### config.mk
export PLATFORM = sky130hd
export DESIGN_NAME = scdiv_top
export DESIGN_NICKNAME = d
export VERILOG_FILES = /design/src/scdiv_prescaler.v /design/src/scdiv_top.v
export VERILOG_INCLUDE_DIRS = /design/src
export SDC_FILE = /design/constraint.sdc
export NUM_CORES = 1
export LEC_CHECK = 0
export BUFFER_PORTS_ARGS = -buffer_cell sky130_fd_sc_hd__buf_2
export CAP_MARGIN = 20
export CELL_PAD_IN_SITES_DETAIL_PLACEMENT = 0
export CELL_PAD_IN_SITES_GLOBAL_PLACEMENT = 1
export CORE_MARGIN = 3
export CORE_UTILIZATION = 43
export DETAILED_ROUTE_END_ITERATION = 8
export PLACE_DENSITY = 0.85
export SLEW_MARGIN = 20
export SYNTH_ARGS = -nofsm -noshare
export SYNTH_HDL_FRONTEND = slang
export SYNTH_HIERARCHICAL = 1
export SYNTH_SLANG_ARGS = --single-unit
### constraint.sdc
create_clock -name core_clk -period 4 [get_ports core_clk]
set_input_delay 0.2 -clock core_clk [delete_from_list [all_inputs] [get_ports core_clk]]
set_output_delay 0.2 -clock core_clk [all_outputs]
set_load 0.02 [all_outputs]
### src/scdiv_map.vh
`ifndef SCDIV_MAP_VH
`define SCDIV_MAP_VH

// ****************************************
// Register indexes (byte address = 4 x index)
// ****************************************
`define SCDIV_RATIO_IDX     16'hff5d
`define SCDIV_CTRL_IDX      16'hff60
`define SCDIV_WAIT_IDX      16'hff61
`define SCDIV_STAT_IDX      16'hff62

// ****************************************
// Reset values and fields
// ****************************************
`define SCDIV_RATIO_RESET   8'hfc
`define SCDIV_RATIO_ONES    6'h3f
`define SCDIV_SEL_LSB       0
`define SCDIV_SEL_MSB       1
`define SCDIV_CTRL_RESET    8'h02
`define SCDIV_CTRL_DUTY     0
`define SCDIV_CTRL_CLKOUT   1
`define SCDIV_WAIT_RESET    16'h2000
`define SCDIV_STAT_APPLIED  1
`define SCDIV_STAT_WAITING  2
`define SCDIV_STAT_PERIOD   8

// ****************************************
// Timing
// ****************************************
`define SCDIV_CLK_PERIOD_NS 40
`define SCDIV_SETTLE_NS     500000
`define SCDIV_SETTLE_CYC    ((`SCDIV_SETTLE_NS + `SCDIV_CLK_PERIOD_NS - 1) / `SCDIV_CLK_PERIOD_NS)
`define SCDIV_RESET_PULSE   10
`define SCDIV_MIN_SYS_HZ    1000000
`define SCDIV_PRESCALE_BITS 12

`endif

### src/scdiv_prescaler.v
`default_nettype none

// ****************************************
// Prescaler chain: ticks at sys/2 .. sys/4096
// ****************************************
module scdiv_prescaler #(
    parameter STAGES = 12
) (
    input  wire              clk,
    input  wire              rst_n,
    input  wire              halt,
    input  wire              sys_tick,
    output reg  [STAGES-1:0] stage_tick
);

    reg  [STAGES-1:0] count;
    wire [STAGES-1:0] next_stage_tick;

    // Cleared while halted so modules restart from a known phase
    always @(posedge clk or negedge rst_n) begin
        if (!rst_n) begin
            count <= {STAGES{1'b0}};
        end else if (halt) begin
            count <= {STAGES{1'b0}};
        end else if (sys_tick) begin
            count <= count + {{(STAGES-1){1'b0}}, 1'b1};
        end
    end

    genvar k;
    generate
        for (k = 0; k < STAGES; k = k + 1) begin : g_stage
            assign next_stage_tick[k] = sys_tick & ~halt & (&count[k:0]);
        end
    endgenerate

    always @(posedge clk or negedge rst_n) begin
        if (!rst_n) begin
            stage_tick <= {STAGES{1'b0}};
        end else begin
            stage_tick <= next_stage_tick;
        end
    end

endmodule // scdiv_prescaler

`default_nettype wire

### src/scdiv_top.v
// The APB register port was chosen for this implementation.
`include "scdiv_map.vh"
`default_nettype none

// Operation
// - The divider divides the duty-adjusted clock by 1, 2, 4 or 8 as the two-bit select 00, 01, 10, 11 says.
// - The ratio register returns to 0xfc on reset and on entry to hardware standby.
// - Software standby leaves the ratio register untouched, so the ratio persists.
// - Bits 7 to 2 of the ratio register ignore writes and read as ones.
// - A ratio written while running takes effect without any reset.
// - The divided system clock can be driven onto the clock output pin.
// - A prescaler fed by the system clock makes ticks from sys/2 to sys/4096.
// - With a fast oscillator the duty cycle is corrected before the divider.
// - The prescaler and the standby exit wait run from the divided system clock and scale with the ratio.
// - The standby exit wait is counted in divided system clock cycles.
module scdiv_top #(
    parameter PERIOD_W = 8,
    parameter WAIT_W   = 16
) (
    input  wire                    core_clk,
    input  wire                    rstn,
    input  wire                    psel,
    input  wire                    penable,
    input  wire                    pwrite,
    input  wire [17:0]             paddr,
    input  wire [31:0]             pwdata,
    output reg  [31:0]             prdata,
    output wire                    pready,
    output wire                    pslverr,
    input  wire                    external_clock_in,
    input  wire                    hw_standby_n,
    input  wire                    sw_standby,
    output reg                     sys_clk_out,
    output reg                     sys_clk_oe,
    output reg                     sys_tick,
    output wire [`SCDIV_PRESCALE_BITS-1:0] prescale_tick,
    output reg                     wake_waiting,
    output reg                     wake_done
);

    // ****************************************
    // Reset and pin synchronisers
    // ****************************************
    reg        rst_meta;
    reg        rst_sync_n;
    reg        hws_meta;
    reg        hws_sync_n;
    reg        ext_meta;
    reg        ext_sync;
    reg        ext_prev;

    always @(posedge core_clk or negedge rstn) begin
        if (!rstn) begin
            rst_meta   <= 1'b0;
            rst_sync_n <= 1'b0;
        end else begin
            rst_meta   <= 1'b1;
            rst_sync_n <= rst_meta;
        end
    end

    always @(posedge core_clk or negedge rst_sync_n) begin
        if (!rst_sync_n) begin
            hws_meta   <= 1'b1;
            hws_sync_n <= 1'b1;
            ext_meta   <= 1'b0;
            ext_sync   <= 1'b0;
            ext_prev   <= 1'b0;
        end else begin
            hws_meta   <= hw_standby_n;
            hws_sync_n <= hws_meta;
            ext_meta   <= external_clock_in;
            ext_sync   <= ext_meta;
            ext_prev   <= ext_sync;
        end
    end

    wire ext_rise = ext_sync & ~ext_prev;
    wire ext_fall = ~ext_sync & ext_prev;
    wire hw_standby = ~hws_sync_n;

    // ****************************************
    // Registers
    // ****************************************
    reg  [1:0]        ratio_select;
    reg  [7:0]        ctrl;
    reg  [WAIT_W-1:0] wait_states;
    reg  [1:0]        applied_select;
    reg  [PERIOD_W-1:0] period;

    wire [15:0] reg_index = paddr[17:2];
    wire        hit_ratio = (reg_index == `SCDIV_RATIO_IDX);
    wire        hit_ctrl  = (reg_index == `SCDIV_CTRL_IDX);
    wire        hit_wait  = (reg_index == `SCDIV_WAIT_IDX);
    wire        hit_stat  = (reg_index == `SCDIV_STAT_IDX);
    wire        hit_any   = hit_ratio | hit_ctrl | hit_wait | hit_stat;
    wire        access    = psel & penable;
    wire        wr_ok     = access & pwrite & hit_any;

    // Zero wait states: every access completes in its first access cycle
    assign pready  = 1'b1;
    assign pslverr = access & ~hit_any;

    wire [7:0] ratio_view = {`SCDIV_RATIO_ONES, ratio_select};
    wire [7:0] ratio_reset = `SCDIV_RATIO_RESET;

    always @(posedge core_clk or negedge rst_sync_n) begin
        if (!rst_sync_n) begin
            ratio_select <= 2'b00;
        end else if (hw_standby) begin
            ratio_select <= ratio_reset[`SCDIV_SEL_MSB:`SCDIV_SEL_LSB];
        end else if (wr_ok && hit_ratio) begin
            // Only the low two bits are storage; sw_standby is not looked at
            ratio_select <= pwdata[`SCDIV_SEL_MSB:`SCDIV_SEL_LSB];
        end
    end

    always @(posedge core_clk or negedge rst_sync_n) begin
        if (!rst_sync_n) begin
            ctrl        <= `SCDIV_CTRL_RESET;
            wait_states <= `SCDIV_WAIT_RESET;
        end else begin
            if (wr_ok && hit_ctrl) begin
                ctrl <= {6'h00, pwdata[1:0]};
            end
            if (wr_ok && hit_wait) begin
                wait_states <= pwdata[WAIT_W-1:0];
            end
        end
    end

    always @* begin
        prdata = 32'h0000_0000;
        if (hit_ratio) begin
            prdata[7:0] = ratio_view;
        end else if (hit_ctrl) begin
            prdata[7:0] = ctrl;
        end else if (hit_wait) begin
            prdata[WAIT_W-1:0] = wait_states;
        end else if (hit_stat) begin
            prdata[`SCDIV_STAT_APPLIED:0]                    = applied_select;
            prdata[`SCDIV_STAT_WAITING]                      = wake_waiting;
            prdata[`SCDIV_STAT_PERIOD+PERIOD_W-1:`SCDIV_STAT_PERIOD] = period;
        end
    end

    // ****************************************
    // Duty adjustment
    // ****************************************
    // Measures the oscillator period in core cycles and rebuilds a
    // 50 % waveform; the oscillator must run well below core_clk / 4.
    reg  [PERIOD_W-1:0] period_cnt;
    reg  [PERIOD_W-1:0] phase_cnt;
    reg                 adj_clk;
    reg                 adj_edge;
    wire                duty_en = ctrl[`SCDIV_CTRL_DUTY];
    wire [PERIOD_W-1:0] half_period = {1'b0, period[PERIOD_W-1:1]};

    always @(posedge core_clk or negedge rst_sync_n) begin
        if (!rst_sync_n) begin
            period_cnt <= {PERIOD_W{1'b0}};
            period     <= {PERIOD_W{1'b0}};
        end else if (ext_rise) begin
            period     <= period_cnt + {{(PERIOD_W-1){1'b0}}, 1'b1};
            period_cnt <= {PERIOD_W{1'b0}};
        end else if (period_cnt != {PERIOD_W{1'b1}}) begin
            period_cnt <= period_cnt + {{(PERIOD_W-1){1'b0}}, 1'b1};
        end
    end

    always @(posedge core_clk or negedge rst_sync_n) begin
        if (!rst_sync_n) begin
            adj_clk   <= 1'b0;
            adj_edge  <= 1'b0;
            phase_cnt <= {PERIOD_W{1'b0}};
        end else if (duty_en) begin
            // High phase restarts at each rising edge, ends at half period
            adj_edge <= 1'b0;
            if (ext_rise) begin
                adj_clk   <= 1'b1;
                adj_edge  <= ~adj_clk;
                phase_cnt <= {{(PERIOD_W-1){1'b0}}, 1'b1};
            end else if (adj_clk && phase_cnt >= half_period && half_period != {PERIOD_W{1'b0}}) begin
                adj_clk  <= 1'b0;
                adj_edge <= 1'b1;
            end else if (phase_cnt != {PERIOD_W{1'b1}}) begin
                phase_cnt <= phase_cnt + {{(PERIOD_W-1){1'b0}}, 1'b1};
            end
        end else begin
            // Slow oscillator: its own waveform passes through
            adj_clk   <= ext_sync;
            adj_edge  <= ext_rise | ext_fall;
            phase_cnt <= {PERIOD_W{1'b0}};
        end
    end

    // ****************************************
    // Frequency divider
    // ****************************************
    // Half period of the system clock in adjusted-clock edges: 1, 2, 4, 8
    reg  [2:0] edge_cnt;
    reg  [3:0] half_edges;
    wire       half_done = ({1'b0, edge_cnt} == half_edges - 4'h1);

    always @* begin
        case (applied_select)
            2'b00: half_edges = 4'h1;
            2'b01: half_edges = 4'h2;
            2'b10: half_edges = 4'h4;
            2'b11: half_edges = 4'h8;
            default: half_edges = 4'h1;
        endcase
    end

    always @(posedge core_clk or negedge rst_sync_n) begin
        if (!rst_sync_n) begin
            sys_clk_out    <= 1'b0;
            sys_tick       <= 1'b0;
            edge_cnt       <= 3'h0;
            applied_select <= 2'b00;
        end else begin
            sys_tick <= 1'b0;
            if (adj_edge) begin
                if (half_done) begin
                    sys_clk_out <= ~sys_clk_out;
                    edge_cnt    <= 3'h0;
                    sys_tick    <= ~sys_clk_out;
                    if (sys_clk_out) begin
                        // Falling edge ends a full period: safe to switch
                        applied_select <= ratio_select;
                    end
                end else begin
                    edge_cnt <= edge_cnt + 3'h1;
                end
            end
        end
    end

    // ****************************************
    // Clock pin
    // ****************************************
    always @(posedge core_clk or negedge rst_sync_n) begin
        if (!rst_sync_n) begin
            sys_clk_oe <= 1'b0;
        end else begin
            sys_clk_oe <= ctrl[`SCDIV_CTRL_CLKOUT] & ~hw_standby;
        end
    end

    // ****************************************
    // Standby exit wait
    // ****************************************
    reg              standby_prev;
    reg [WAIT_W-1:0] wait_cnt;

    always @(posedge core_clk or negedge rst_sync_n) begin
        if (!rst_sync_n) begin
            standby_prev <= 1'b0;
            wake_waiting <= 1'b0;
            wake_done    <= 1'b0;
            wait_cnt     <= {WAIT_W{1'b0}};
        end else begin
            standby_prev <= sw_standby;
            wake_done    <= 1'b0;
            if (sw_standby) begin
                wake_waiting <= 1'b0;
                wait_cnt     <= {WAIT_W{1'b0}};
            end else if (standby_prev) begin
                // Leaving standby: a zero wait finishes at once
                wake_waiting <= (wait_states != {WAIT_W{1'b0}});
                wake_done    <= (wait_states == {WAIT_W{1'b0}});
                wait_cnt     <= wait_states;
            end else if (wake_waiting && sys_tick) begin
                wait_cnt <= wait_cnt - {{(WAIT_W-1){1'b0}}, 1'b1};
                if (wait_cnt == {{(WAIT_W-1){1'b0}}, 1'b1}) begin
                    wake_waiting <= 1'b0;
                    wake_done    <= 1'b1;
                end
            end
        end
    end

    // ****************************************
    // Prescaler
    // ****************************************
    scdiv_prescaler #(
        .STAGES (`SCDIV_PRESCALE_BITS)
    ) u_prescaler (
        .clk        (core_clk),
        .rst_n      (rst_sync_n),
        .halt       (sw_standby | hw_standby),
        .sys_tick   (sys_tick),
        .stage_tick (prescale_tick)
    );

endmodule // scdiv_top

`default_nettype wire

==> metrics <==
outcome=finished clean; vias in the first global route=4182; cells after synthesis=519; Die Y=118 um; drt drc=0; maximum vdd ir drop=197 uV; vias per cell=5.53; endpoints failing setup=0; wire per inst=16.6 um; max-slew violation count=0; fmax=430 MHz; Seq/Total Area, Yosys=0.483; HP Class=primary input to register; clk sinks=104; largest net degree at the start of global routing=79; # diodes=0; synthesized area per cell=10.4 sq um; period utilization=0.582; initial antenna violation count=0; CTS tree=built; Ports=109; asr flop ratio synth=1.00; Worst path max stage delay=0.84 ns; H-tree depth=3; hpwl dp=9.03 mm; Yosys warnings=6; drt pass-1 iters=6; Starting Density=0.444; Synth Flop Type=dfrtp_1; post-route setup TNS=0 ns; Worst R2R Path Depth=4; Post-synth EDFFs=0; Setup crit start kind=register; Worst-Skew Late Latency=0.35 ns; GRT Total Usage=0.186; Yosys cell types=66; Crit Path Category=register to register; CP endpoint=wait_cnt[9]; required time of the critical path=4.19 ns; reg2reg setup slack=1.67 ns; CTS root buf=clkbuf_16; CTS Buf Count=9; Worst Path Arrival=2.52 ns; cell taking the most area after synthesis=dfrtp_1; I/O Buffers=73; CP max stage cell=dfrtp_1; # rows=40; Critical Path Start=sys_tick; Worst setup EP type=register; Syn-to-layout area delta=14.7%; number of routed nets with antenna violations=0; DIE WIDTH=118 um; RR Startpoint=sys_tick; worst slew pin tran=0.967 ns; Area contributors post-synth=dfrtp_1, ha_1, a21oi_1, nor2_1, buf_4; CP Depth=4; clock slew at reported path FFs=0.07 ns; post-synth top area share=0.464; most frequent cells in the layout=dfrtp_1, buf_2, nor2_1; via count=4227; clk_skew=0.00729 ns; pwr/cell area=371 nW/um^2; core area=12200 sq um; RSZ-0062 raised after global routing=false; total congestion overflow=0; die area=13900 sq um; crit-path cells=nand2_1, or3_1, o311ai_0, o21ai_0; first-pass GRT wire length=21.2 mm; worst rel slew slack=0.355; post_cts resized=0; hold path start=pwdata[15]; First DRT Iteration DRCs=242; Fin. Hold Viols=0; top cell family by delay on the critical path=simple AND/OR/NAND/NOR gates; Yosys reg bits=104; Crit Path Max Fanout=17; worst r2r dst=wait_cnt[9]; final WL=12.7 mm; WP buf/inv=0; commonest non-fill, non-tap cell in the layout=dfrtp_1; Post-Synthesis Cell Area=5400 sq um; MaxCap Viol Count=0; GPL Wtd Cong=0.872; leakage=0.00296 uW; Final Util=0.509; Post-CTS Setup Inserts=0; Nets=667; Period minus WS final=2.33 ns; CTS Buffer Depth=2; layout cell share with drive strength beyond 1=0.206
-- power by group --
group | switching (uW) | internal, uW | total (uW)
clock | 403 | 442 | 845
combinational | 148 | 110 | 258
sequential | 88.6 | 1110 | 1200
-- through the flow --
stage | setup WS [ns] | area (sq um) | total power, uW | hold slack (ns) | instances
2_1_floorplan | 0.895 | 5460 | 1390 | -0.0956 | 535
3_3_place_gp | 1.43 | 5850 | 1460 | -0.0152 | 745
3_5_place_dp | 1.38 | 5850 | 1470 | -0.0133 | 745
4_1_cts | 1.67 | 6160 | 2330 | 0.0576 | 764
5_1_grt | 1.51 | 6190 | 2410 | 0.0769 | 765
6_report | 1.67 | 6190 | 2300 | 0.0706 | 765
-- state kept, by name (all words and copies together), names as in the netlist, 2 cells and up --
| name | flops |
|---|---|
| ctrl | 2 |
| wait_states | 16 |
| u_prescaler/stage_tick | 12 |
| ratio_select | 2 |
| u_prescaler/count | 12 |
| period | 8 |
| wait_cnt | 16 |
| edge_cnt | 3 |
| phase_cnt | 8 |
| applied_select | 2 |
| period_cnt | 8 |
-- Yosys cell counts (6+ instances only) --
master,count
dfrtp_1,100
nor2_1,41
a21oi_1,32
o21ai_0,23
inv_1,22
nand2_1,20
buf_4,18
ha_1,17
nor4_1,14
clkbuf_1,13
mux2_2,12
nand3_1,12
xnor2_1,12
and2_1,11
nor3_1,11
mux2_1,10
mux2i_1,10
a22o_1,9
nand4_1,9
a21o_1,8
and3_1,8
or3_1,7
and4_1,6
nand2b_1,6
o311ai_0,6
-- how the worst min path moves through the flow --
stage,to,slack (ns),cells past startpoint
3_5_place_dp,rst_meta,-0.01,1
2_1_floorplan,rst_meta,-0.1,0
6_report,wait_states[15],0.07,2
5_1_grt,wait_states[10],0.08,2
4_1_cts,wait_states[15],0.06,2
3_3_place_gp,rst_meta,-0.02,1
-- area by class of cell --
class	count	area, sq um
Timing Repair Buffer	80	445
Tap cell	168	210
Fill cell	1139	5970
Clock inverter	6	43.8
Sequential cell	104	2610
Inverter	22	82.6
Clock buffer	10	239
Multi-Input combinational cell	375	2560
-- routing by layer --
layer / vias to the layer above / wire length (um) / track usage
li1: 2023 / - / -
met1: 2073 / 5600 / 0.244
met2: 107 / 6260 / 0.307
met3: 24 / 520 / 0.0293
met4: 0 / 291 / 0.0799
met5: - / 0 / 0
-- repair_timing --
action                                  4_1_cts  5_1_grt
endpoints found under the setup margin        0        0
hold endpoints to repair                      4        0
hold buffers                                  3        0
-- cells by family after synthesis --
group	Yosys count	synth area share
other	2	0.00139
adders and majority gates	17	0.0394
AOI/OAI and AO/OA	121	0.150
and+or+nand+nor	171	0.182
muxes	32	0.0645
buffers and inverters	56	0.0538
xor gates and xnor gates	16	0.0260
DFF	104	0.483
(Power assumes the default switching activity.)
